===== config.mk =====
export PLATFORM = sky130hd
export DESIGN_NAME = blssb_top
export DESIGN_NICKNAME = d
export VERILOG_FILES = /design/src/blssb_pkg.sv /design/src/blssb_spi_byte.sv /design/src/blssb_top.sv
export SDC_FILE = /design/constraint.sdc
export NUM_CORES = 1
export LEC_CHECK = 0
export ABC_AREA = 0
export BUFFER_PORTS_ARGS = -buffer_cell sky130_fd_sc_hd__buf_4
export CAP_MARGIN = 20
export CORE_AREA = 2 2 208 169
export CTS_CLUSTER_SIZE = 24
export DETAILED_ROUTE_END_ITERATION = 8
export DIE_AREA = 0 0 210 171
export SETUP_SLACK_MARGIN = 0.5
export SYNTH_ARGS = -nofsm -noshare
export SYNTH_HDL_FRONTEND = slang
export SYNTH_SLANG_ARGS = --single-unit
export TNS_END_PERCENT = 20

===== constraint.sdc =====
create_clock -name I_SYS_CLK -period 7 [get_ports I_SYS_CLK]
set_clock_uncertainty 0.1 [all_clocks]
set_input_delay 1.05 -clock I_SYS_CLK [delete_from_list [all_inputs] [get_ports I_SYS_CLK]]
set_output_delay 1.05 -clock I_SYS_CLK [all_outputs]
set_load 0.02 [all_outputs]

===== src/blssb_pkg.sv =====
// Package of constants and types for the boot loader serial SPI bridge.
package blssb_pkg;
  localparam int unsigned CLK_HZ = 50000000;
  localparam int unsigned UART_BAUD = 57600;
  localparam int unsigned UART_DIV = CLK_HZ / UART_BAUD;
  localparam int unsigned SPI_HALF = 4;
  localparam logic [7:0] IC_WRITE_ADDR = 8'h01;
  localparam logic [7:0] IC_READ_ADDR = 8'h02;
  localparam logic [7:0] IC_OPC_ONLY = 8'h04;
  localparam logic [7:0] IC_OPC_ADDR = 8'h08;
  localparam logic [7:0] IC_OPC_READ = 8'h10;
  localparam logic [7:0] IC_OPC_WRITE = 8'h20;
  localparam logic [7:0] FLASH_READ_OPC = 8'h03;
  localparam logic [23:0] HDR_ADDR = 24'h000000;
  localparam int unsigned HDR_BYTES = 6;
  localparam int unsigned SRAM_AW = 17;
  localparam logic [16:0] SRAM_TOP = 17'h1FFFF;
  localparam logic [16:0] SRAM_BASE = 17'h00000;
  localparam logic [11:0] PAGE4K_MASK = 12'hFFF;
  localparam int unsigned CFG_WDG_BIT = 1;
  localparam int unsigned CFG_RELOAD_BIT = 2;
  typedef enum logic [4:0] {
    BL_IDLE, BL_HDR_CMD, BL_HDR_RD, BL_COPY_CMD, BL_COPY_RD, BL_ENC, BL_DONE,
    BL_P_LOADER_INSTRUCTION_CODE, BL_P_BC0, BL_P_BC1, BL_P_OPC, BL_P_AD, BL_P_WR, BL_P_RD, BL_P_TX, BL_P_END
  } blssb_state_e;
endpackage


===== src/blssb_spi_byte.sv =====
// One byte SPI mode 0 shifter with an enable pulse divider.
`timescale 1ns/1ps
`default_nettype none
module blssb_spi_byte (
  input wire logic i_clk,
  input wire logic i_rst,
  input wire logic i_start,
  input wire logic [7:0] i_data,
  input wire logic i_miso,
  output logic o_sclk,
  output logic o_mosi,
  output logic o_done,
  output logic [7:0] o_data
);
  import blssb_pkg::*;
  typedef struct packed {
    logic busy;
    logic [7:0] div;
    logic [3:0] bits;
    logic sclk;
    logic [7:0] sh;
    logic [7:0] rx;
    logic done;
  } blssb_spi_s;
  blssb_spi_s r;
  blssb_spi_s next_r;
  always_comb begin
    next_r = r;
    next_r.done = 1'b0;
    if (!r.busy) begin
      if (i_start) begin
        next_r.busy = 1'b1;
        next_r.sh = i_data;
        next_r.bits = 4'h0;
        next_r.div = 8'h00;
      end
    end else if (r.div == 8'(SPI_HALF - 1)) begin
      next_r.div = 8'h00;
      // Mode 0: sample on the rising edge, shift on the falling edge.
      if (!r.sclk) begin
        next_r.sclk = 1'b1;
        next_r.rx = {r.rx[6:0], i_miso};
      end else begin
        next_r.sclk = 1'b0;
        next_r.sh = {r.sh[6:0], 1'b0};
        next_r.bits = r.bits + 4'h1;
        if (r.bits == 4'h7) begin
          next_r.busy = 1'b0;
          next_r.done = 1'b1;
        end
      end
    end else begin
      next_r.div = r.div + 8'h01;
    end
  end
  always_ff @(posedge i_clk) begin
    if (i_rst) begin
      r <= '0;
    end else begin
      r <= next_r;
    end
  end
  assign o_sclk = r.sclk;
  assign o_mosi = r.sh[7];
  assign o_done = r.done;
  assign o_data = r.rx;
endmodule
`default_nettype wire


===== src/blssb_top.sv =====
// Boot loader: flash to SRAM copy in execution mode, UART to SPI bridge in programming mode.
`timescale 1ns/1ps
`default_nettype none
// Notes on behaviour
// Programming strap sampled after reset; low programs, high executes.
// Encryption allowed only while the secure strap is high.
// During boot the loader owns UART0 and the four flash pins.
// After boot the shared pins pass to software unchanged.
// Programming host link runs 57600 baud, 8 data, 1 stop, no parity.
// Host command is code, count, then opcode, address and data.
// Instruction code selects which fields follow the opcode.
// Count field is bytes minus one; unused for non data codes.
// With 264 byte pages the count field is two bytes.
// Address is 24 bits, most significant byte first.
// Programming mode forwards each command's SPI part to the flash.
// Execution mode copies firmware into SRAM from address zero.
// Supports 128 KB SRAM and flash up to 16 Mbit.
// Data address A maps to SRAM top minus A.
// Six lowest flash bytes give start and end; copy exactly that range.
// Processor runs only after the copy has finished.
// Software or watchdog reload request repeats the copy.
// Auto encryption needs all straps, serial number, addresses and 4 KB start.
// First run encrypts image padded to 4 KB, then executes.
// An already encrypted image skips encryption.
// No external indication while encryption runs.
// Flash read uses SPI mode 0 and opcode 03.
// Loader runs after power on, reset and forced reload bit.
// Watchdog timeout reloads only with the watchdog enable bit set.
// Select held low across the whole command, raised after last byte.
// Read bytes return to the host in order.
module blssb_top (
  input wire logic I_SYS_CLK,
  input wire logic I_SYS_RST,
  input wire logic I_PROGRAM_MODE_STRAP_N,
  input wire logic I_SECURE_BOOT_STRAP,
  input wire logic I_DEBUG_STRAP,
  input wire logic I_SERIAL_NUMBER_VALID,
  input wire logic I_IMAGE_ENCRYPTED,
  input wire logic I_PAGE_264,
  input wire logic [2:0] I_LOADER_CONFIG_REGISTER,
  input wire logic I_CONFIG_WRITE,
  input wire logic I_WATCHDOG_TIMEOUT,
  input wire logic I_ENCRYPT_DONE,
  input wire logic [16:0] I_CPU_DATA_ADDR,
  input wire logic I_UART0_RECEIVE,
  output logic O_UART0_TRANSMIT,
  input wire logic I_SW_UART0_TRANSMIT,
  output logic O_SW_UART0_RECEIVE,
  input wire logic I_FLASH_SERIAL_IN,
  output logic O_FLASH_SELECT_N,
  output logic O_FLASH_SERIAL_CLOCK,
  output logic O_FLASH_SERIAL_OUT,
  input wire logic I_SW_FLASH_SELECT_N,
  input wire logic I_SW_FLASH_SERIAL_CLOCK,
  input wire logic I_SW_FLASH_SERIAL_OUT,
  output logic O_SW_FLASH_SERIAL_IN,
  output logic O_SRAM_WRITE,
  output logic [16:0] O_SRAM_ADDR,
  output logic [7:0] O_SRAM_DATA,
  output logic [16:0] O_CPU_SRAM_ADDR,
  output logic O_ENCRYPT_START,
  output logic O_CPU_RUN,
  output logic O_BOOT_ACTIVE
);
  import blssb_pkg::*;
  // ************************************************************
  // Function and state.
  // ************************************************************
  function automatic logic has_addr(input logic [7:0] ic);
    has_addr = (ic == IC_WRITE_ADDR) || (ic == IC_READ_ADDR) || (ic == IC_OPC_ADDR);
  endfunction
  typedef struct packed {
    blssb_state_e st;
    logic [2:0] sync_rx;
    logic [1:0] sync_miso;
    logic [2:0] sync_program_mode_strap_n;
    logic [1:0] sync_sec;
    logic strap_taken;
    logic program_mode_strap_n_mode;
    logic active;
    logic cpu_run;
    logic ss_n;
    logic [23:0] faddr;
    logic [23:0] fend;
    // Kept apart from faddr, which walks past the end during the copy.
    logic [23:0] fstart;
    logic [47:0] hdr;
    logic [2:0] cnt;
    logic [7:0] loader_instruction_code;
    logic [15:0] bc;
    logic [15:0] left;
    logic [16:0] sram_addr;
    logic sram_wr;
    logic [7:0] sram_data;
    logic enc_start;
    logic spi_go;
    logic [7:0] spi_tx;
    logic [15:0] rx_div;
    logic [3:0] rx_bit;
    logic rx_busy;
    logic [7:0] rx_sh;
    logic rx_valid;
    logic [15:0] tx_div;
    logic [3:0] tx_bit;
    logic [9:0] tx_sh;
    logic reload_req;
  } blssb_state_s;
  blssb_state_s r;
  blssb_state_s next_r;
  logic spi_done;
  logic spi_sclk;
  logic spi_mosi;
  logic [7:0] spi_rx;
  blssb_spi_byte u_spi (
    .i_clk(I_SYS_CLK),
    .i_rst(I_SYS_RST),
    .i_start(r.spi_go),
    .i_data(r.spi_tx),
    .i_miso(r.sync_miso[1]),
    .o_sclk(spi_sclk),
    .o_mosi(spi_mosi),
    .o_done(spi_done),
    .o_data(spi_rx)
  );
  logic enc_ok;
  logic reload_hit;
  assign enc_ok = r.sync_sec[1] && !I_DEBUG_STRAP && !r.program_mode_strap_n_mode
    && I_SERIAL_NUMBER_VALID && (r.fend > r.fstart) && !I_IMAGE_ENCRYPTED
    && ((r.fstart[11:0] & PAGE4K_MASK) == 12'h000);
  assign reload_hit = I_CONFIG_WRITE && I_LOADER_CONFIG_REGISTER[CFG_RELOAD_BIT]
    || I_WATCHDOG_TIMEOUT && I_LOADER_CONFIG_REGISTER[CFG_WDG_BIT];
  // ************************************************************
  // Next state.
  // ************************************************************
  always_comb begin
    next_r = r;
    next_r.sync_rx = {r.sync_rx[1:0], I_UART0_RECEIVE};
    next_r.sync_miso = {r.sync_miso[0], I_FLASH_SERIAL_IN};
    next_r.sync_program_mode_strap_n = {r.sync_program_mode_strap_n[1:0], I_PROGRAM_MODE_STRAP_N};
    next_r.sync_sec = {r.sync_sec[0], I_SECURE_BOOT_STRAP};
    next_r.spi_go = 1'b0;
    next_r.sram_wr = 1'b0;
    next_r.enc_start = 1'b0;
    next_r.rx_valid = 1'b0;
    if (reload_hit && r.cpu_run) begin
      next_r.reload_req = 1'b1;
    end
    // UART receiver, 8N1, sampled mid bit.
    if (!r.rx_busy) begin
      if (!r.sync_rx[2] && r.active && r.program_mode_strap_n_mode) begin
        next_r.rx_busy = 1'b1;
        next_r.rx_div = 16'(UART_DIV / 2);
        next_r.rx_bit = 4'h0;
      end
    end else if (r.rx_div == 16'h0000) begin
      next_r.rx_div = 16'(UART_DIV - 1);
      next_r.rx_bit = r.rx_bit + 4'h1;
      if (r.rx_bit >= 4'h1 && r.rx_bit <= 4'h8) begin
        next_r.rx_sh = {r.sync_rx[2], r.rx_sh[7:1]};
      end
      if (r.rx_bit == 4'h9) begin
        next_r.rx_busy = 1'b0;
        next_r.rx_valid = r.sync_rx[2];
      end
    end else begin
      next_r.rx_div = r.rx_div - 16'h0001;
    end
    // UART transmitter shifts in idle ones behind the frame and holds when empty.
    if (r.tx_bit != 4'h0) begin
      if (r.tx_div == 16'h0000) begin
        next_r.tx_div = 16'(UART_DIV - 1);
        next_r.tx_sh = {1'b1, r.tx_sh[9:1]};
        next_r.tx_bit = r.tx_bit - 4'h1;
      end else begin
        next_r.tx_div = r.tx_div - 16'h0001;
      end
    end
    case (r.st)
      BL_IDLE: begin
        if (!r.strap_taken && (r.sync_program_mode_strap_n[2:1] == 2'b11 || r.sync_program_mode_strap_n[2:1] == 2'b00)) begin
          next_r.strap_taken = 1'b1;
          next_r.program_mode_strap_n_mode = !r.sync_program_mode_strap_n[2];
          next_r.active = 1'b1;
          next_r.ss_n = 1'b0;
          next_r.cnt = 3'h0;
          if (r.sync_program_mode_strap_n[2]) begin
            next_r.spi_go = 1'b1;
            next_r.spi_tx = FLASH_READ_OPC;
            next_r.faddr = HDR_ADDR;
            next_r.st = BL_HDR_CMD;
          end else begin
            next_r.ss_n = 1'b1;
            next_r.st = BL_P_LOADER_INSTRUCTION_CODE;
          end
        end
      end
      BL_HDR_CMD: begin
        if (spi_done) begin
          next_r.cnt = r.cnt + 3'h1;
          next_r.spi_go = 1'b1;
          next_r.spi_tx = (r.cnt == 3'h3) ? 8'h00 : 8'h00;
          if (r.cnt == 3'h3) begin
            next_r.cnt = 3'h0;
            next_r.st = BL_HDR_RD;
          end
        end
      end
      BL_HDR_RD: begin
        if (spi_done) begin
          next_r.hdr = {r.hdr[39:0], spi_rx};
          next_r.cnt = r.cnt + 3'h1;
          if (r.cnt == 3'(HDR_BYTES - 1)) begin
            next_r.faddr = r.hdr[39:16];
            next_r.fstart = r.hdr[39:16];
            next_r.fend = {r.hdr[15:0], spi_rx};
            next_r.ss_n = 1'b1;
            next_r.cnt = 3'h0;
            next_r.st = BL_COPY_CMD;
          end else begin
            next_r.spi_go = 1'b1;
          end
        end
      end
      BL_COPY_CMD: begin
        if (r.ss_n) begin
          next_r.ss_n = 1'b0;
          next_r.spi_go = 1'b1;
          next_r.spi_tx = FLASH_READ_OPC;
          next_r.sram_addr = SRAM_BASE;
        end else if (spi_done) begin
          next_r.cnt = r.cnt + 3'h1;
          next_r.spi_go = 1'b1;
          next_r.spi_tx = (r.cnt == 3'h0) ? r.faddr[23:16] :
                          (r.cnt == 3'h1) ? r.faddr[15:8] : r.faddr[7:0];
          if (r.cnt == 3'h3) begin
            next_r.spi_tx = 8'h00;
            next_r.st = BL_COPY_RD;
          end
        end
      end
      BL_COPY_RD: begin
        if (spi_done) begin
          next_r.sram_wr = 1'b1;
          next_r.sram_data = spi_rx;
          next_r.sram_addr = r.sram_addr;
          next_r.faddr = r.faddr + 24'h000001;
          if (r.faddr >= r.fend || r.sram_addr == SRAM_TOP) begin
            next_r.ss_n = 1'b1;
            next_r.st = BL_ENC;
          end else begin
            next_r.spi_go = 1'b1;
          end
        end else if (r.sram_wr) begin
          next_r.sram_addr = r.sram_addr + 17'h00001;
        end
      end
      BL_ENC: begin
        // Encryption runs externally and silently; the select stays high throughout.
        if (enc_ok && r.sync_sec[1] && !r.enc_start && !I_ENCRYPT_DONE) begin
          next_r.enc_start = 1'b1;
        end
        if (!enc_ok || I_ENCRYPT_DONE) begin
          next_r.st = BL_DONE;
        end
      end
      BL_DONE: begin
        next_r.active = 1'b0;
        next_r.cpu_run = 1'b1;
        if (r.reload_req) begin
          next_r.reload_req = 1'b0;
          next_r.cpu_run = 1'b0;
          next_r.strap_taken = 1'b0;
          next_r.st = BL_IDLE;
        end
      end
      BL_P_LOADER_INSTRUCTION_CODE: begin
        if (r.rx_valid) begin
          next_r.loader_instruction_code = r.rx_sh;
          next_r.st = BL_P_BC0;
        end
      end
      BL_P_BC0: begin
        if (r.rx_valid) begin
          next_r.bc = {8'h00, r.rx_sh};
          next_r.st = I_PAGE_264 ? BL_P_BC1 : BL_P_OPC;
        end
      end
      BL_P_BC1: begin
        if (r.rx_valid) begin
          next_r.bc = {r.bc[7:0], r.rx_sh};
          next_r.st = BL_P_OPC;
        end
      end
      BL_P_OPC: begin
        if (r.rx_valid) begin
          next_r.ss_n = 1'b0;
          next_r.spi_go = 1'b1;
          next_r.spi_tx = r.rx_sh;
          next_r.left = r.bc;
          next_r.cnt = 3'h0;
          next_r.st = has_addr(r.loader_instruction_code) ? BL_P_AD :
                      (r.loader_instruction_code == IC_OPC_WRITE) ? BL_P_WR :
                      (r.loader_instruction_code == IC_OPC_READ) ? BL_P_RD : BL_P_END;
        end
      end
      BL_P_AD: begin
        if (r.rx_valid) begin
          next_r.spi_go = 1'b1;
          next_r.spi_tx = r.rx_sh;
          next_r.cnt = r.cnt + 3'h1;
          if (r.cnt == 3'h2) begin
            next_r.st = (r.loader_instruction_code == IC_WRITE_ADDR) ? BL_P_WR :
                        (r.loader_instruction_code == IC_READ_ADDR) ? BL_P_RD : BL_P_END;
          end
        end
      end
      BL_P_WR: begin
        if (r.rx_valid) begin
          next_r.spi_go = 1'b1;
          next_r.spi_tx = r.rx_sh;
          next_r.left = r.left - 16'h0001;
          if (r.left == 16'h0000) begin
            next_r.st = BL_P_END;
          end
        end
      end
      BL_P_RD: begin
        if (spi_done || r.spi_go) begin
          next_r.spi_go = spi_done;
          next_r.spi_tx = 8'h00;
          if (spi_done && r.spi_go == 1'b0 && r.cnt == 3'h7) begin
            next_r.tx_sh = {1'b1, spi_rx, 1'b0};
            next_r.tx_bit = 4'hA;
            next_r.tx_div = 16'(UART_DIV - 1);
            next_r.spi_go = 1'b0;
            next_r.st = BL_P_TX;
          end
          next_r.cnt = spi_done ? 3'h7 : r.cnt;
        end
      end
      BL_P_TX: begin
        if (r.tx_bit == 4'h0) begin
          next_r.left = r.left - 16'h0001;
          if (r.left == 16'h0000) begin
            next_r.ss_n = 1'b1;
            next_r.st = BL_P_LOADER_INSTRUCTION_CODE;
          end else begin
            next_r.spi_go = 1'b1;
            next_r.st = BL_P_RD;
          end
        end
      end
      BL_P_END: begin
        if (spi_done) begin
          next_r.ss_n = 1'b1;
          next_r.st = BL_P_LOADER_INSTRUCTION_CODE;
        end
      end
      default: begin
        next_r.st = BL_IDLE;
      end
    endcase
  end
  always_ff @(posedge I_SYS_CLK) begin
    if (I_SYS_RST) begin
      r <= '0;
      r.ss_n <= 1'b1;
      r.tx_sh <= 10'h3FF;
      r.sync_rx <= 3'h7;
      r.sync_program_mode_strap_n <= 3'h2;
    end else begin
      r <= next_r;
    end
  end
  // ************************************************************
  // Pin switch and outputs.
  // ************************************************************
  assign O_FLASH_SELECT_N = r.active ? r.ss_n : I_SW_FLASH_SELECT_N;
  assign O_FLASH_SERIAL_CLOCK = r.active ? spi_sclk : I_SW_FLASH_SERIAL_CLOCK;
  assign O_FLASH_SERIAL_OUT = r.active ? spi_mosi : I_SW_FLASH_SERIAL_OUT;
  assign O_UART0_TRANSMIT = r.active ? r.tx_sh[0] : I_SW_UART0_TRANSMIT;
  assign O_SW_UART0_RECEIVE = r.active ? 1'b1 : I_UART0_RECEIVE;
  assign O_SW_FLASH_SERIAL_IN = r.active ? 1'b1 : I_FLASH_SERIAL_IN;
  assign O_CPU_SRAM_ADDR = SRAM_TOP - I_CPU_DATA_ADDR;
  assign O_SRAM_WRITE = r.sram_wr;
  assign O_SRAM_ADDR = r.sram_addr;
  assign O_SRAM_DATA = r.sram_data;
  assign O_ENCRYPT_START = r.enc_start;
  assign O_CPU_RUN = r.cpu_run;
  assign O_BOOT_ACTIVE = r.active;
  AST_RUN_AFTER_COPY: assert property (@(posedge I_SYS_CLK) disable iff (I_SYS_RST)
    O_CPU_RUN |-> !O_BOOT_ACTIVE) else $error("Processor runs while loader active.");
  AST_SELECT_IDLE: assert property (@(posedge I_SYS_CLK) disable iff (I_SYS_RST)
    (r.st == BL_P_LOADER_INSTRUCTION_CODE && r.active) |-> O_FLASH_SELECT_N) else $error("Select low between commands.");
  AST_CLK_IDLE_LOW: assert property (@(posedge I_SYS_CLK) disable iff (I_SYS_RST)
    (r.active && O_FLASH_SELECT_N) |-> !O_FLASH_SERIAL_CLOCK) else $error("Clock not idle low.");
  AST_ADDR_XLATE: assert property (@(posedge I_SYS_CLK) disable iff (I_SYS_RST)
    O_CPU_SRAM_ADDR + I_CPU_DATA_ADDR == SRAM_TOP) else $error("Bad address translation.");
  AST_ENC_GATED: assert property (@(posedge I_SYS_CLK) disable iff (I_SYS_RST)
    O_ENCRYPT_START |-> $past(I_SECURE_BOOT_STRAP) && !r.program_mode_strap_n_mode) else $error("Bad encrypt start.");
  AST_RELEASE: assert property (@(posedge I_SYS_CLK) disable iff (I_SYS_RST)
    !O_BOOT_ACTIVE |-> O_FLASH_SELECT_N == I_SW_FLASH_SELECT_N) else $error("Pins not released.");
  AST_COPY_START: assert property (@(posedge I_SYS_CLK) disable iff (I_SYS_RST)
    $rose(r.st == BL_COPY_RD) |-> O_SRAM_ADDR == SRAM_BASE) else $error("Copy not at zero.");
  AST_NO_TX_EXEC: assert property (@(posedge I_SYS_CLK) disable iff (I_SYS_RST)
    (r.st == BL_ENC) |-> O_UART0_TRANSMIT) else $error("Signal during encryption.");
endmodule
`default_nettype wire


==> After elaboration in Yosys (flattened, before gate mapping) <==
Cells that the tools add are included.
{ "classes": {"addsub": 11, "magnitude_cmp": 4, "eq_ne": 65, "mux": 131, "n_bitwise": 9, "reduce_logical": 78} }
{ "ops": {"columns": ["cell", "count"], "rows": [
  ["124-bit 2-to-1 mux", 1],
  ["30-bit 2-to-1 mux", 4],
  ["5-bit 2-to-1 mux", 24],
  ["16-bit 2-to-1 mux", 7],
  ["5-bit one-hot mux with 16 select lines", 1],
  ["73-bit 2-to-1 mux", 1],
  ["8-bit 2-to-1 mux", 9],
  ["9-bit 2-to-1 mux", 8],
  ["24-bit one-hot mux with 3 select lines", 1],
  ["2-bit inequality test (second input constant)", 26],
  ["17-bit 2-to-1 mux", 3],
  ["25-bit 2-to-1 mux", 2],
  ["16-bit logical NOT", 3],
  ["16-bit one-hot mux with 3 select lines", 1],
  ["16-bit by 1-bit subtractor with 16-bit output (second input constant)", 3],
  ["21-bit 2-to-1 mux", 2],
  ["5-bit by 4-bit equality test with 1-bit output (second input constant)", 8],
  ["8-bit one-hot mux with 5 select lines", 1],
  ["3-bit 2-to-1 mux", 13],
  ["17-bit one-hot mux with 2 select lines", 1],
  ["1-bit 2-to-1 mux", 33],
  ["16-bit one-hot mux with 2 select lines", 1],
  ["14-bit 2-to-1 mux", 2],
  ["13-bit 2-to-1 mux", 2],
  ["60 further kinds", 141]
]} }
{ "totals": {"regBits": 311, "in_bits": 37} }

==> Longest topological paths before layout <==
Gate-level depths: netlist (run 1).
{ "depth": {"word_depth": 11, "mapped_depth": 11} }

==> Cells and area by module <==
A second synthesis (run 1) with hierarchy kept.
{ "unflattened": {"cells_unflattened": 1936, "hier_area_um2": 15441.1} }
{ "modules_own_cells": {"columns": ["module", "instances", "cells_each", "area_per_inst_um2"], "rows": [
  ["blssb_top", 1, 1778, 13928.4],
  ["blssb_spi_byte", 1, 158, 1512.7]
]} }

==> Least setup slack after synthesis (run 1) <==
No wires, ideal clock.
{ "synth_timing": {"path_kind": "reg2reg", "start": "register r[197] (netlist bit)", "end": "register r[275] (netlist bit)", "setup_time_ns": 0.121, "arrival_time_ns": 2.428, "t_required_ns": 6.779, "slack_ns": 4.351, "stages_incl_launch_ff": 9, "path_cell_list": "dfxtp_1 > inv_1 > ha_1 > a21o_1 > a221o_1 > a221o_1 > o41ai_2 > or4b_4 > mux2_4"} }
{ "synth_via": {"elab_chain_cells": 8, "elab_cells_between_ends": 9, "classes_between": "order compare: 1; eq/ne: 1; reduce/logical: 7"} }
{ "synth_lines": {"columns": ["item", "line_no", "text"], "rows": [
  ["start: declaration", "blssb_top.sv:108", "blssb_state_s r;"],
  ["start signal: assignment", "blssb_top.sv:372", "r <= next_r;"],
  ["24-bit > comparator", "blssb_top.sv:128", "&& I_SERIAL_NUMBER_VALID && (r.fend > r.fstart) && !I_IMAGE_ENCRYPTED"],
  ["1-bit logical AND (2 in a row)", "blssb_top.sv:128", null],
  ["1-bit logical AND (*)", "blssb_top.sv:129", "&& ((r.fstart[11:0] & PAGE4K_MASK) == 12'h000);"],
  ["1-bit logical NOT (*)", "blssb_top.sv:262", "if (!enc_ok || I_ENCRYPT_DONE) begin"],
  ["1-bit logical OR (*)", "blssb_top.sv:262", null],
  ["2-bit inequality test (no line) (*)", null, null],
  ["24-bit AND reduction (no line) (*)", null, null]
]} }
Every way passes the cells marked *; elsewhere a longest branch is shown, timed or not.
A chain may end at the register's enable or synchronous reset.

==> Final worst setup path (run 1) <==
{ "layout_timing": {"start": "register r[278] (netlist bit)", "end": "register r[275] (netlist bit)"} }
{ "layout_via": {"elab_chain_cells": 3, "elab_cells_between_ends": 42, "classes_between": "eq/ne: 39; mux: 1; reduce/logical: 2"} }
{ "layout_lines": {"columns": ["item", "line_no", "text"], "rows": [
  ["5-bit by 1-bit equality test with 1-bit output, or another cell as far along", "blssb_top.sv:178", "case (r.st)"],
  ["2-bit by 1-bit inequality test with 1-bit output (no line) or 2-bit inequality test (tied branches)", null, null],
  ["24-bit AND reduction (no line)", null, null]
]} }
Parallel ways exist; a longest one is shown, timed or not.

==> impl_table.tex, run 1 <==
\begin{tabular}{lr}
\hline
Metric & Value \\
\hline
\multicolumn{2}{l}{\textbf{Layout}} \\
\quad Area growth, synth to finish & 13.0\% \\
\quad Final net count & $\sim$2000 \\
\quad Layout cell share with drive strength beyond 1 & 10.6\% \\
\quad Diodes inserted & 0 \\
\quad Number of filler instances in the final layout & 3284 \\
\quad Final cell area excluding filler cells & 17100 um\^{}2 \\
\multicolumn{2}{l}{\textbf{Logic synthesis}} \\
\quad Synth top area share & 40.0\% \\
\quad Largest cells by area after synthesis & dfxtp\_1 40\%, nand2\_1 7.4\%, a21oi\_1 7.1\% \\
\quad Avg Synthesized Cell Area & 7.95 um\^{}2 \\
\quad Yosys cell types & 85 \\
\quad Fraction of the yosys area taken by sequential cells & between 30\% and 40\% \\
\quad Cell taking the most area after synthesis & dfxtp\_1 \\
\quad Post-Synthesis Cells & roughly 1900 \\
\quad Cell area after technology mapping & 15100 um\^{}2 \\
\quad Most frequent cell after synthesis & dfxtp\_1 \\
\quad Number of enable flip-flop cells after synthesis & 0 \\
\quad Nets in the synthesized netlist & 2008 \\
\quad Number of synthesis warnings & 0 \\
\quad Async set-reset flop share out of synthesis & 0\% \\
\quad Number of synthesized register bits & 302 \\
\quad Most used flip-flop cell after synthesis & dfxtp\_1 \\
\quad Cell types with the highest counts after synthesis & 302 x dfxtp\_1, 298 x nand2\_1, 216 x a21oi\_1 \\
\multicolumn{2}{l}{\textbf{Place}} \\
\quad HPWL after detailed placement & 27100 um \\
\quad Pre-CTS setup slack & 3.56 ns \\
\quad Instance area at placement & 15900 um\^{}2 \\
\quad Routability congestion estimate & 0.916 \\
\quad Buffers on Ports & a little under 90 \\
\multicolumn{2}{l}{\textbf{Power and ir drop}} \\
\quad Share of total power in the clock network & 41.1\% \\
\quad Areal power density over the cells & approximately 280 nW/um\^{}2 \\
\quad Proportion of total power due to net switching & 29.2\% \\
\quad P\_sw & 1.39 mW \\
\quad Logic gate share of total power & between 10\% and 20\% \\
\quad Internal Pwr Total & 3.37 mW \\
\quad Share of power burned in registers & 39.2\% \\
\quad Peak supply drop & 0.247 mV \\
\quad Leakage & 6.40 nW \\
\multicolumn{2}{l}{\textbf{GRT}} \\
\quad Global-route wire length before repair & 63000 um \\
\quad Initial antenna violation count & 1 \\
\quad GRT Util Overall & 21.7\% \\
\quad Residual overflow from global routing & 0 \\
\quad Maximum number of pins on one net before global-route repair & 120 \\
\quad Via count of the first global-routing pass & 11829 \\
\multicolumn{2}{l}{\textbf{Critical path}} \\
\quad Crit path largest cell delay & 0.55 ns \\
\quad Critical path class & reg2reg \\
\quad Setup slack on the worst flop-to-flop path & approximately 3.7 ns \\
\quad CP Capture Type & register \\
\quad Number of cells traversed by the worst register-to-register path & 7 \\
\quad RR Endpoint & r[275]\$\_SDFFE\_PP0P\_ \\
\quad Largest driver fanout on the critical path & 18 \\
\quad Worst R2R Start & r[278]\$\_SDFFE\_PP0P\_ \\
\quad Worst endpoint data arrival time & 3.60 ns \\
\quad Worst path most repeated cell & nand2\_1 \\
\quad Sort of element at the start of the critical path & register \\
\quad List of cells traversed by the critical path & nor2\_1 > nand2\_1 > a2111oi\_0 > nand2\_1 > a31oi\_1 > or4b\_4 > mux2\_4 \\
\quad Slowest-stage cell, CP & dfxtp\_1 \\
\quad Required time reported for the critical path endpoint & 7.31 ns \\
\multicolumn{2}{l}{\textbf{STA}} \\
\quad Highest clock rate & around 300 MHz \\
\quad Final Worst Setup Slack & 3.71 ns \\
\quad Setup-failing EPs final & 0 \\
\quad Setup repair after global routing missed its margin & false \\
\quad Number of hold violations in the final report & 0 \\
\quad Post-layout minimum cycle time & 3.29 ns \\
\quad Period utilisation layout & between 40\% and 50\% \\
\quad Relative max-transition margin & 32.8\% \\
\quad Final total negative setup slack & 0 ns \\
\quad Max Transition Viols Final & 0 \\
\quad Transition time at the pin with the least slew margin & 1.00 ns \\
\multicolumn{2}{l}{\textbf{Worst hold path}} \\
\quad Worst min-delay path startpoint & next\_r[274]\$\_SDFF\_PP1\_ \\
\quad Number of cells on the worst hold path & 1 \\
\quad End point of the worst hold path & r[274]\$\_SDFF\_PP1\_ \\
\quad Path category of the worst min-delay check & reg2reg \\
\multicolumn{2}{l}{\textbf{Detailed routing}} \\
\quad Drc violations & 0 \\
\quad Drt wl/cell & approximately 17 um \\
\quad Number of nets with antenna violations after detailed routing & 0 \\
\quad Number of design-rule violations left by the first detailed-router iteration & about 1100 \\
\quad Final WL & 39800 um \\
\quad 1st-pass router iterations & 7 \\
\quad Total number of vias & between 10000 and 15000 \\
\quad Vias per cell & 5.55 \\
\multicolumn{2}{l}{\textbf{Clock network}} \\
\quad Cells resized by post-CTS repair & 0 \\
\quad Clk\_lat worst skew & 0.53 ns \\
\quad Worst-case clock buffer depth & 3 \\
\quad Hold\_buf cts & 0 \\
\quad Total setup buffers inserted after CTS & 0 \\
\quad Num Clock Sinks & 302 \\
\quad H-tree lvl count & 2 \\
\quad Clock-pin slew of the registers on the worst-case setup and hold paths & about 0.060 ns \\
\quad TritonCTS clock tree & built \\
\quad Cell at the root of the clock tree & clkbuf\_16 \\
\quad Clock buffer count from CTS & 34 \\
\multicolumn{2}{l}{\textbf{Floorplanning}} \\
\quad Total number of placement rows & 61 \\
\quad Standard cell core area & around 34000 um\^{}2 \\
\quad Initial standard-cell utilization of the core & 44.3\% \\
\quad Die width & 210 um \\
\quad Die Footprint & between 30000 and 40000 um\^{}2 \\
\quad Die H & $\sim$170 um \\
\quad Number of top-level pins & 89 \\
\multicolumn{2}{l}{\textbf{Job}} \\
\quad Number of maximum-capacitance constraint violations & 0 \\
\multicolumn{2}{l}{\textbf{Outcome}} \\
\quad Run status & finished, final reports clean \\
\hline
\end{tabular}
## stage by stage
step           hold WS, ns  cells  util (%)  power (mW)
5_1_grt              0.341   2378      50.1        4.97
6_report             0.308   2378      50.1        4.76
2_1_floorplan        0.289   1901         -        2.61
3_5_place_dp         0.305   2319      46.5        2.83
4_1_cts              0.314   2378      50.1        4.79
3_3_place_gp         0.304   2319      46.5        2.82
## worst max-delay path by stage
stage                                   start                           end  slack, ns
after floorplan           r[197]$_SDFFE_PP0P_           r[275]$_SDFFE_PP0P_       4.35
after global placement              I_SYS_RST  O_SRAM_ADDR[10]$_SDFFE_PP0P_       3.61
after detailed placement            I_SYS_RST  O_SRAM_ADDR[14]$_SDFFE_PP0P_       3.56
after CTS                 r[278]$_SDFFE_PP0P_           r[275]$_SDFFE_PP0P_       3.69
after global routing      r[278]$_SDFFE_PP0P_           r[101]$_SDFFE_PP0P_       3.54
final                     r[278]$_SDFFE_PP0P_           r[275]$_SDFFE_PP0P_       3.71
## layout by cell type (no fill, tap or decap), types with 7 or more instances in the layout
cell type / netlist / layout
dfxtp_1: 302 / 302
nand2_1: 298 / 298
a21oi_1: 216 / 216
nor2_1: 202 / 200
buf_4: 26 / 98
inv_1: 91 / 91
o21ai_0: 77 / 77
ha_1: 70 / 70
nand3_1: 55 / 54
mux2i_1: 47 / 47
nor3_1: 40 / 40
clkbuf_16: 0 / 35
xor2_1: 29 / 29
nand4_1: 26 / 26
nor2b_1: 26 / 26
xnor2_1: 25 / 25
a22oi_1: 23 / 23
or2_2: 17 / 17
nor4_1: 15 / 15
or3_1: 15 / 15
a221oi_1: 14 / 14
nand2b_1: 13 / 13
a211oi_1: 11 / 10
o22ai_1: 8 / 8
clkbuf_8: 0 / 8
nand3b_1: 7 / 7
a311oi_1: 7 / 7
a31oi_1: 7 / 7
and3_1: 7 / 7
a21o_1: 7 / 7
a221o_1: 7 / 7
## critical path, delay by kind of cell (launching register included)
family           cells  cell delay, ns
multiplexers         1            0.29
AO/OA/AOI/OAI        2            0.80
AND/OR/NAND/NOR      4            1.43
flip-flops           1            0.55
## kinds of logic (layout without fill, tap and decap cells)
logic type,Yosys count,after routing,share of synthesized area [%]
xor gates and xnor gates,54,54,3.13
AOI/OAI and AO/OA,435,435,17.4
and+or+nand+nor,770,770,23.8
muxes,53,53,3.58
DFF,302,302,40.0
buffers and inverters,216,252,6.21
adders and majority gates,71,71,5.86
## registers in the layout, summed over array words and instances (netlist names)
register         flops
u_spi.o_data         8
O_CPU_RUN            1
r                  236
next_r               6
u_spi.o_done         1
O_ENCRYPT_START      1
O_SRAM_DATA          8
u_spi.r             20
O_SRAM_ADDR         17
u_spi.o_mosi         1
O_BOOT_ACTIVE        1
u_spi.o_sclk         1
O_SRAM_WRITE         1
## per-layer routing
layer / vias up / wire [um] / track usage [%]
li1: 6603 / - / -
met3: 51 / 2270 / 3.49
met2: 348 / 16800 / 32.4
met1: 6195 / 20100 / 32.4
met4: 2 / 638 / 5.18
met5: - / 13 / 0
## cell type report
| cell class | instances | area [um^2] | share of cell area (%) |
|---|---|---|---|
| clock buffers | 45 | 983 | 5.75 |
| repair buffers | 99 | 749 | 4.39 |
| multi-input cells | 1383 | 8160 | 47.7 |
| flip-flops and latches | 302 | 6050 | 35.4 |
| well taps | 441 | 552 | 3.23 |
| inverters | 94 | 353 | 2.06 |
| clock inverters | 14 | 251 | 1.47 |
## power groups by stage
stage / registers, mW / clock network (mW) / logic [mW]
after floorplan: 1.88 / 0 / 0.733
after global placement: 1.90 / 0 / 0.914
after detailed placement: 1.90 / 0 / 0.923
after CTS: 1.86 / 1.99 / 0.930
after global routing: 1.87 / 2.06 / 1.04
final: 1.87 / 1.95 / 0.937
Note: power is estimated with default switching activity, not from simulation.
==> run 2, diff against run 1 <==
==> constraint.sdc (replaced) <==
create_clock -name I_SYS_CLK -period 3.26 [get_ports I_SYS_CLK]
set_clock_uncertainty 0.1 [all_clocks]
set_input_delay 0.489 -clock I_SYS_CLK [delete_from_list [all_inputs] [get_ports I_SYS_CLK]]
set_output_delay 0.489 -clock I_SYS_CLK [all_outputs]
set_load 0.02 [all_outputs]
==> impl_table.tex, run 2 (synthesis gave the netlist of run 1 again) <==
\begin{tabular}{lr}
\hline
Metric & Value \\
\hline
\multicolumn{2}{l}{\textbf{GRT}} \\
\quad Residual overflow from global routing & 0 \\
\quad Global-route wire length before repair & between 60000 and 70000 um \\
\quad GR peak layer & met2 \\
\quad Initial antenna violation count & 1 \\
\quad GRT Util Overall & 22.7\% \\
\quad Met1 track demand over resource in global routing & 33.8\% \\
\quad Maximum number of pins on one net before global-route repair & 78 \\
\quad Via count of the first global-routing pass & around 12000 \\
\quad Global-route track usage on met2 & a little over a third \\
\quad GR met3 Demand/Resource & 2.77\% \\
\multicolumn{2}{l}{\textbf{Clock network}} \\
\quad H-tree lvl count & 2 \\
\quad Clock buffer count from CTS & 35 \\
\quad Clock-pin slew of the registers on the worst-case setup and hold paths & 0.06 ns \\
\quad TritonCTS clock tree & built \\
\quad Cell at the root of the clock tree & clkbuf\_16 \\
\quad Worst-case clock buffer depth & 3 \\
\quad Num Clock Sinks & 302 \\
\quad Hold\_buf cts & 0 \\
\quad Clk\_lat worst skew & approximately 0.52 ns \\
\multicolumn{2}{l}{\textbf{Floorplanning}} \\
\quad Die Footprint & $\sim$36000 um\^{}2 \\
\quad Number of top-level pins & 89 \\
\quad Die width & 210 um \\
\quad Die H & roughly 170 um \\
\quad Standard cell core area & 34100 um\^{}2 \\
\quad Initial standard-cell utilization of the core & 44.3\% \\
\quad Total number of placement rows & 61 \\
\multicolumn{2}{l}{\textbf{Critical path}} \\
\quad Critical path class & reg2reg \\
\quad Sort of element at the start of the critical path & register \\
\quad CP Capture Type & register \\
\quad Worst endpoint data arrival time & between 3 and 4 ns \\
\quad Required time reported for the critical path endpoint & $\sim$3.6 ns \\
\quad Largest driver fanout on the critical path & 3 \\
\multicolumn{2}{l}{\textbf{Power and ir drop}} \\
\quad Areal power density over the cells & just under 600 nW/um\^{}2 \\
\quad Peak supply drop & 0.450 mV \\
\quad Total power & slightly above 10 mW \\
\quad Leakage & 6.68 nW \\
\multicolumn{2}{l}{\textbf{Detailed routing}} \\
\quad Vias per cell & 5.54 \\
\quad Number of nets with antenna violations after detailed routing & 0 \\
\quad Total number of vias & 13441 \\
\quad 1st-pass router iterations & 5 \\
\quad Drc violations & 0 \\
\quad Final WL & roughly 41000 um \\
\quad Number of design-rule violations left by the first detailed-router iteration & 902 \\
\quad Drt wl/cell & roughly 17 um \\
\multicolumn{2}{l}{\textbf{STA}} \\
\quad Final Worst Setup Slack & 0.427 ns \\
\quad Final total negative setup slack & 0 ns \\
\quad Highest clock rate & 353 MHz \\
\quad Number of hold violations in the final report & 0 \\
\quad Max Transition Viols Final & 0 \\
\quad Transition time at the pin with the least slew margin & 0.897 ns \\
\quad Relative max-transition margin & 39.7\% \\
\quad Setup repair after global routing missed its margin & true \\
\quad Period utilisation layout & 86.9\% \\
\quad Post-layout minimum cycle time & between 2 and 3 ns \\
\quad Setup-failing EPs final & 0 \\
\multicolumn{2}{l}{\textbf{Layout}} \\
\quad Most used cells in the layout excluding fill and tap cells & 298 x nand2\_1, 291 x dfxtp\_1, 214 x a21oi\_1 \\
\quad Flip-flop count of the largest register after layout & 236 \\
\quad Final net count & 2068 \\
\quad Most flop-heavy register & r \\
\quad Layout cell share with drive strength beyond 1 & $\sim$15\% \\
\quad Most common cell after layout, fill and taps aside & nand2\_1 \\
\quad Area growth, synth to finish & 16.5\% \\
\multicolumn{2}{l}{\textbf{Place}} \\
\quad Buffers on Ports & 87 \\
\quad Routability congestion estimate & between 0.8 and 0.9 \\
\quad HPWL after detailed placement & 28900 um \\
\quad Pre-CTS setup slack & 0.233 ns \\
\multicolumn{2}{l}{\textbf{Worst hold path}} \\
\quad Path category of the worst min-delay check & in2reg \\
\multicolumn{2}{l}{\textbf{Outcome}} \\
\quad Run status & finished, final reports clean \\
\multicolumn{2}{l}{\textbf{Job}} \\
\quad Number of maximum-capacitance constraint violations & 0 \\
\hline
\end{tabular}
-- run 2: cell types whose count changed in the layout (fill, tap and decap cells not counted), sizes merged --
| cell | delta |
|---|---|
| buf | +46 |
| bufinv | -4 |
| clkbuf | +4 |
| inv | +2 |
| clkinv | -1 |
| clkinvlp | +1 |
| diode | +1 |
-- run 2: stage by stage --
step | hold slack, ns | cell area, um^2 | std cells | util, %
floorplan | 0.289 | 15100 | 1901 | -
global placement | 0.294 | 16100 | 2349 | 47.2
detailed placement | 0.298 | 16100 | 2349 | 47.2
CTS | 0.0596 | 17400 | 2417 | 51.1
global route | 0.0791 | 17600 | 2426 | 51.6
finish | 0.0784 | 17600 | 2427 | 51.6
-- run 2: critical path: stages (launching register included) --
cell and delay, ns:
dfxtp_2 0.32, inv_2 0.07, ha_4 0.19, nor2b_1 0.13, o211ai_2 0.14, a21oi_2 0.07
o31a_1 0.37, o41ai_4 0.46, or4b_4 0.54, mux2_4 0.31
-- run 2: worst paths after layout --
check,slack (ns),endpoint,depth (start not counted),startpoint
worst min register to register,0.31,r[274]$_SDFF_PP1_,1,next_r[274]$_SDFF_PP1_
worst max register to register,0.43,r[275]$_SDFFE_PP0P_,9,r[189]$_SDFFE_PP0P_
worst max-delay path,0.43,r[275]$_SDFFE_PP0P_,9,r[189]$_SDFFE_PP0P_
worst min-delay path,0.08,next_r[266]$_SDFF_PP0_,2,I_SECURE_BOOT_STRAP
-- run 2: cell type report --
| type | instances | area [um^2] |
|---|---|---|
| antenna | 1 | 2.50 |
| clock inverter | 12 | 134 |
| multi-input combinational | 1383 | 8340 |
| clock buffer | 49 | 1060 |
| fill | 3214 | 16500 |
| sequential | 302 | 6060 |
| tap | 441 | 552 |
| inverter | 94 | 357 |
| timing repair buffer | 145 | 1110 |
-- run 2: timing repair --
action / CTS / global route
gates resized for setup: 22 / 23
setup endpoints to repair: 15 / 52
setup buffers: 7 / 9
pin swaps: 9 / 14
-- run 2: routing by layer --
metal / routed length [um] / share of wire [%]
met5: 0 / 0
met4: 1010 / 2.4
met3: 2360 / 5.7
met2: 17300 / 42
met1: 20700 / 50
-- run 2: report_power, final --
part	leakage, nW	total, mW	switching [mW]	internal (mW)
Combinational	3.64	2.10	1.26	0.832
Sequential	2.44	4.04	0.188	3.85
Clock	0.589	4.03	1.60	2.43
Total	6.68	10.2	3.05	7.12
==> run 3, diff against run 2 <==
--- a/config.mk
+++ b/config.mk
@@ -12,6 +12,7 @@
 export CTS_CLUSTER_SIZE = 24
 export DETAILED_ROUTE_END_ITERATION = 8
 export DIE_AREA = 0 0 210 171
+export PLACE_DENSITY_LB_ADDON = 0.15
 export SETUP_SLACK_MARGIN = 0.5
 export SYNTH_ARGS = -nofsm -noshare
 export SYNTH_HDL_FRONTEND = slang
==> impl_table.tex, run 3 (synthesis gave the netlist of run 1 again) <==
\begin{tabular}{lr}
\hline
Metric & Value \\
\hline
\multicolumn{2}{l}{\textbf{Critical path}} \\
\quad Largest delay contributor family on the critical path & simple AND/OR/NAND/NOR gates \\
\quad Slowest-stage cell, CP & or4b\_4 \\
\quad RR Endpoint & r[275]\$\_SDFFE\_PP0P\_ \\
\quad Critical path class & reg2reg \\
\quad Sort of element at the start of the critical path & register \\
\quad List of cells traversed by the critical path & inv\_1 > ha\_1 > nand4\_1 > nor3\_2 > and4\_1 > o31a\_1 > o41ai\_4 > or4b\_4 > mux2\_4 \\
\quad Buffers \& Inverters on Critical Path & 1 \\
\quad Worst endpoint data arrival time & 3.16 ns \\
\quad Largest driver fanout on the critical path & 3 \\
\quad Setup slack on the worst flop-to-flop path & just under 0.4 ns \\
\quad CP Capture Type & register \\
\quad Required time reported for the critical path endpoint & between 3 and 4 ns \\
\quad Worst R2R Start & r[209]\$\_SDFFE\_PP0P\_ \\
\quad Number of cells traversed by the worst register-to-register path & 9 \\
\quad Crit path largest cell delay & 0.55 ns \\
\multicolumn{2}{l}{\textbf{STA}} \\
\quad Setup repair after global routing missed its margin & true \\
\quad Transition time at the pin with the least slew margin & just over 0.9 ns \\
\quad Max Transition Viols Final & 0 \\
\quad Final Worst Setup Slack & 0.393 ns \\
\quad Post-layout minimum cycle time & about 2.9 ns \\
\quad Relative max-transition margin & between 30\% and 40\% \\
\quad Highest clock rate & 349 MHz \\
\quad Final total negative setup slack & 0 ns \\
\quad Setup-failing EPs final & 0 \\
\quad Final hold slack & 0.0664 ns \\
\quad Number of hold violations in the final report & 0 \\
\quad Period utilisation layout & 88.0\% \\
\multicolumn{2}{l}{\textbf{Layout}} \\
\quad Area growth, synth to finish & 16.2\% \\
\quad Flip-flop count of the largest register after layout & 236 \\
\quad Final cell area excluding filler cells & roughly 18000 um\^{}2 \\
\quad Number of filler instances in the final layout & 3285 \\
\quad Diodes inserted & 0 \\
\quad Final net count & 2066 \\
\quad Most common cell after layout, fill and taps aside & nand2\_1 \\
\quad Final design utilization & 51.5\% \\
\quad Layout cell share with drive strength beyond 1 & between 10\% and 20\% \\
\quad Most flop-heavy register & r \\
\quad Non-filler cells in the finished layout & 2423 \\
\quad Most used cells in the layout excluding fill and tap cells & 298 x nand2\_1, 291 x dfxtp\_1, 214 x a21oi\_1 \\
\multicolumn{2}{l}{\textbf{Clock network}} \\
\quad Clk\_lat worst skew & 0.53 ns \\
\quad Clock buffer count from CTS & 34 \\
\quad TritonCTS clock tree & built \\
\quad Clock-pin slew of the registers on the worst-case setup and hold paths & 0.06 ns \\
\quad Cell at the root of the clock tree & clkbuf\_16 \\
\quad Num Clock Sinks & about 300 \\
\quad Worst-case clock buffer depth & 3 \\
\quad H-tree lvl count & 2 \\
\quad Hold\_buf cts & 0 \\
\multicolumn{2}{l}{\textbf{Worst hold path}} \\
\quad Path category of the worst min-delay check & in2reg \\
\quad Worst min-delay path startpoint & I\_UART0\_RECEIVE \\
\quad Number of cells on the worst hold path & 2 \\
\quad End point of the worst hold path & next\_r[273]\$\_SDFF\_PP1\_ \\
\multicolumn{2}{l}{\textbf{Floorplanning}} \\
\quad Die H & between 150 and 200 um \\
\quad Total number of placement rows & 61 \\
\quad Die Footprint & 35900 um\^{}2 \\
\quad Die width & 210 um \\
\quad Standard cell core area & 34100 um\^{}2 \\
\quad Initial standard-cell utilization of the core & 44.3\% \\
\quad Number of top-level pins & 89 \\
\multicolumn{2}{l}{\textbf{Detailed routing}} \\
\quad Vias per cell & 5.51 \\
\quad Drc violations & 0 \\
\quad Total number of vias & around 13000 \\
\quad Number of nets with antenna violations after detailed routing & 0 \\
\quad Drt wl/cell & 16.8 um \\
\quad Final WL & 40700 um \\
\quad Number of design-rule violations left by the first detailed-router iteration & 1265 \\
\quad 1st-pass router iterations & 6 \\
\multicolumn{2}{l}{\textbf{Power and ir drop}} \\
\quad Peak supply drop & 0.457 mV \\
\quad Leakage & 6.64 nW \\
\quad Total power & 10.1 mW \\
\quad Areal power density over the cells & a little under 600 nW/um\^{}2 \\
\multicolumn{2}{l}{\textbf{Job}} \\
\quad Number of maximum-capacitance constraint violations & 0 \\
\multicolumn{2}{l}{\textbf{Place}} \\
\quad Routability congestion estimate & between 0.9 and 1 \\
\quad HPWL after detailed placement & between 20000 and 30000 um \\
\quad Pre-CTS setup slack & 0.244 ns \\
\quad Placed Cells incl. Taps & about 2400 \\
\quad Buffers on Ports & just under 90 \\
\quad Instance area at placement & roughly 16000 um\^{}2 \\
\multicolumn{2}{l}{\textbf{GRT}} \\
\quad Via count of the first global-routing pass & 11766 \\
\quad Initial antenna violation count & 0 \\
\quad Residual overflow from global routing & 0 \\
\quad Global-route wire length before repair & 63900 um \\
\quad GRT Util Overall & between 20\% and 30\% \\
\quad Maximum number of pins on one net before global-route repair & 130 \\
\multicolumn{2}{l}{\textbf{Outcome}} \\
\quad Run status & finished, final reports clean \\
\hline
\end{tabular}
run 3: cell types whose count changed in the layout (fill, tap and decap cells not counted), sizes merged:
cell	change
clkbuf	-6
bufinv	+3
clkinv	+3
inv	-2
buf	-1
diode	-1
run 3: metal layers:
layer / part of all wire (%) / global-route usage, % / vias to the layer above
li1: - / - / 6690
met1: 50 / 33.0 / 6294
met2: 43 / 32.8 / 314
met3: 5.2 / 3.36 / 60
met4: 2.1 / 5.67 / 0
met5: 0 / 0 / -
run 3: worst register-to-register path: stages (launching register included):
cell	delay (ns)
dfxtp_1	0.33
inv_1	0.05
ha_1	0.30
nand4_1	0.20
nor3_2	0.10
and4_1	0.22
o31a_1	0.16
o41ai_4	0.45
or4b_4	0.55
mux2_4	0.31
run 3: how the worst max path moves through the flow:
stage,start,to,cells after the start
floorplan,r[197]$_SDFFE_PP0P_,r[275]$_SDFFE_PP0P_,8
CTS,r[221]$_SDFFE_PP0P_,r[275]$_SDFFE_PP0P_,7
global placement,r[189]$_SDFFE_PP0P_,r[275]$_SDFFE_PP0P_,9
finish,r[209]$_SDFFE_PP0P_,r[275]$_SDFFE_PP0P_,9
global route,r[209]$_SDFFE_PP0P_,r[275]$_SDFFE_PP0P_,9
detailed placement,r[189]$_SDFFE_PP0P_,r[275]$_SDFFE_PP0P_,9
run 3: power breakdown:
group | internal (mW) | leakage, nW | total, mW | switching (mW)
Clock | 2.44 | 0.567 | 4.01 | 1.56
Sequential | 3.85 | 2.44 | 4.05 | 0.194
Combinational | 0.853 | 3.63 | 2.09 | 1.24
Total | 7.15 | 6.64 | 10.1 | 2.99
run 3: timing repair:
item | in CTS | in global routing
setup endpoints to repair | 4 | 36
gates resized for setup | 15 | 27
buffers inserted | 3 | 8
pin swaps | 8 | 13
run 3: layout make-up:
cell class / count / area (um^2) / area share, %
flip-flops and latches: 302 / 6060 / 34.5
repair buffers: 144 / 1100 / 6.28
clock inverters: 16 / 239 / 1.36
well taps: 441 / 552 / 3.14
inverters: 94 / 355 / 2.02
clock buffers: 43 / 936 / 5.33
multi-input cells: 1383 / 8320 / 47.4
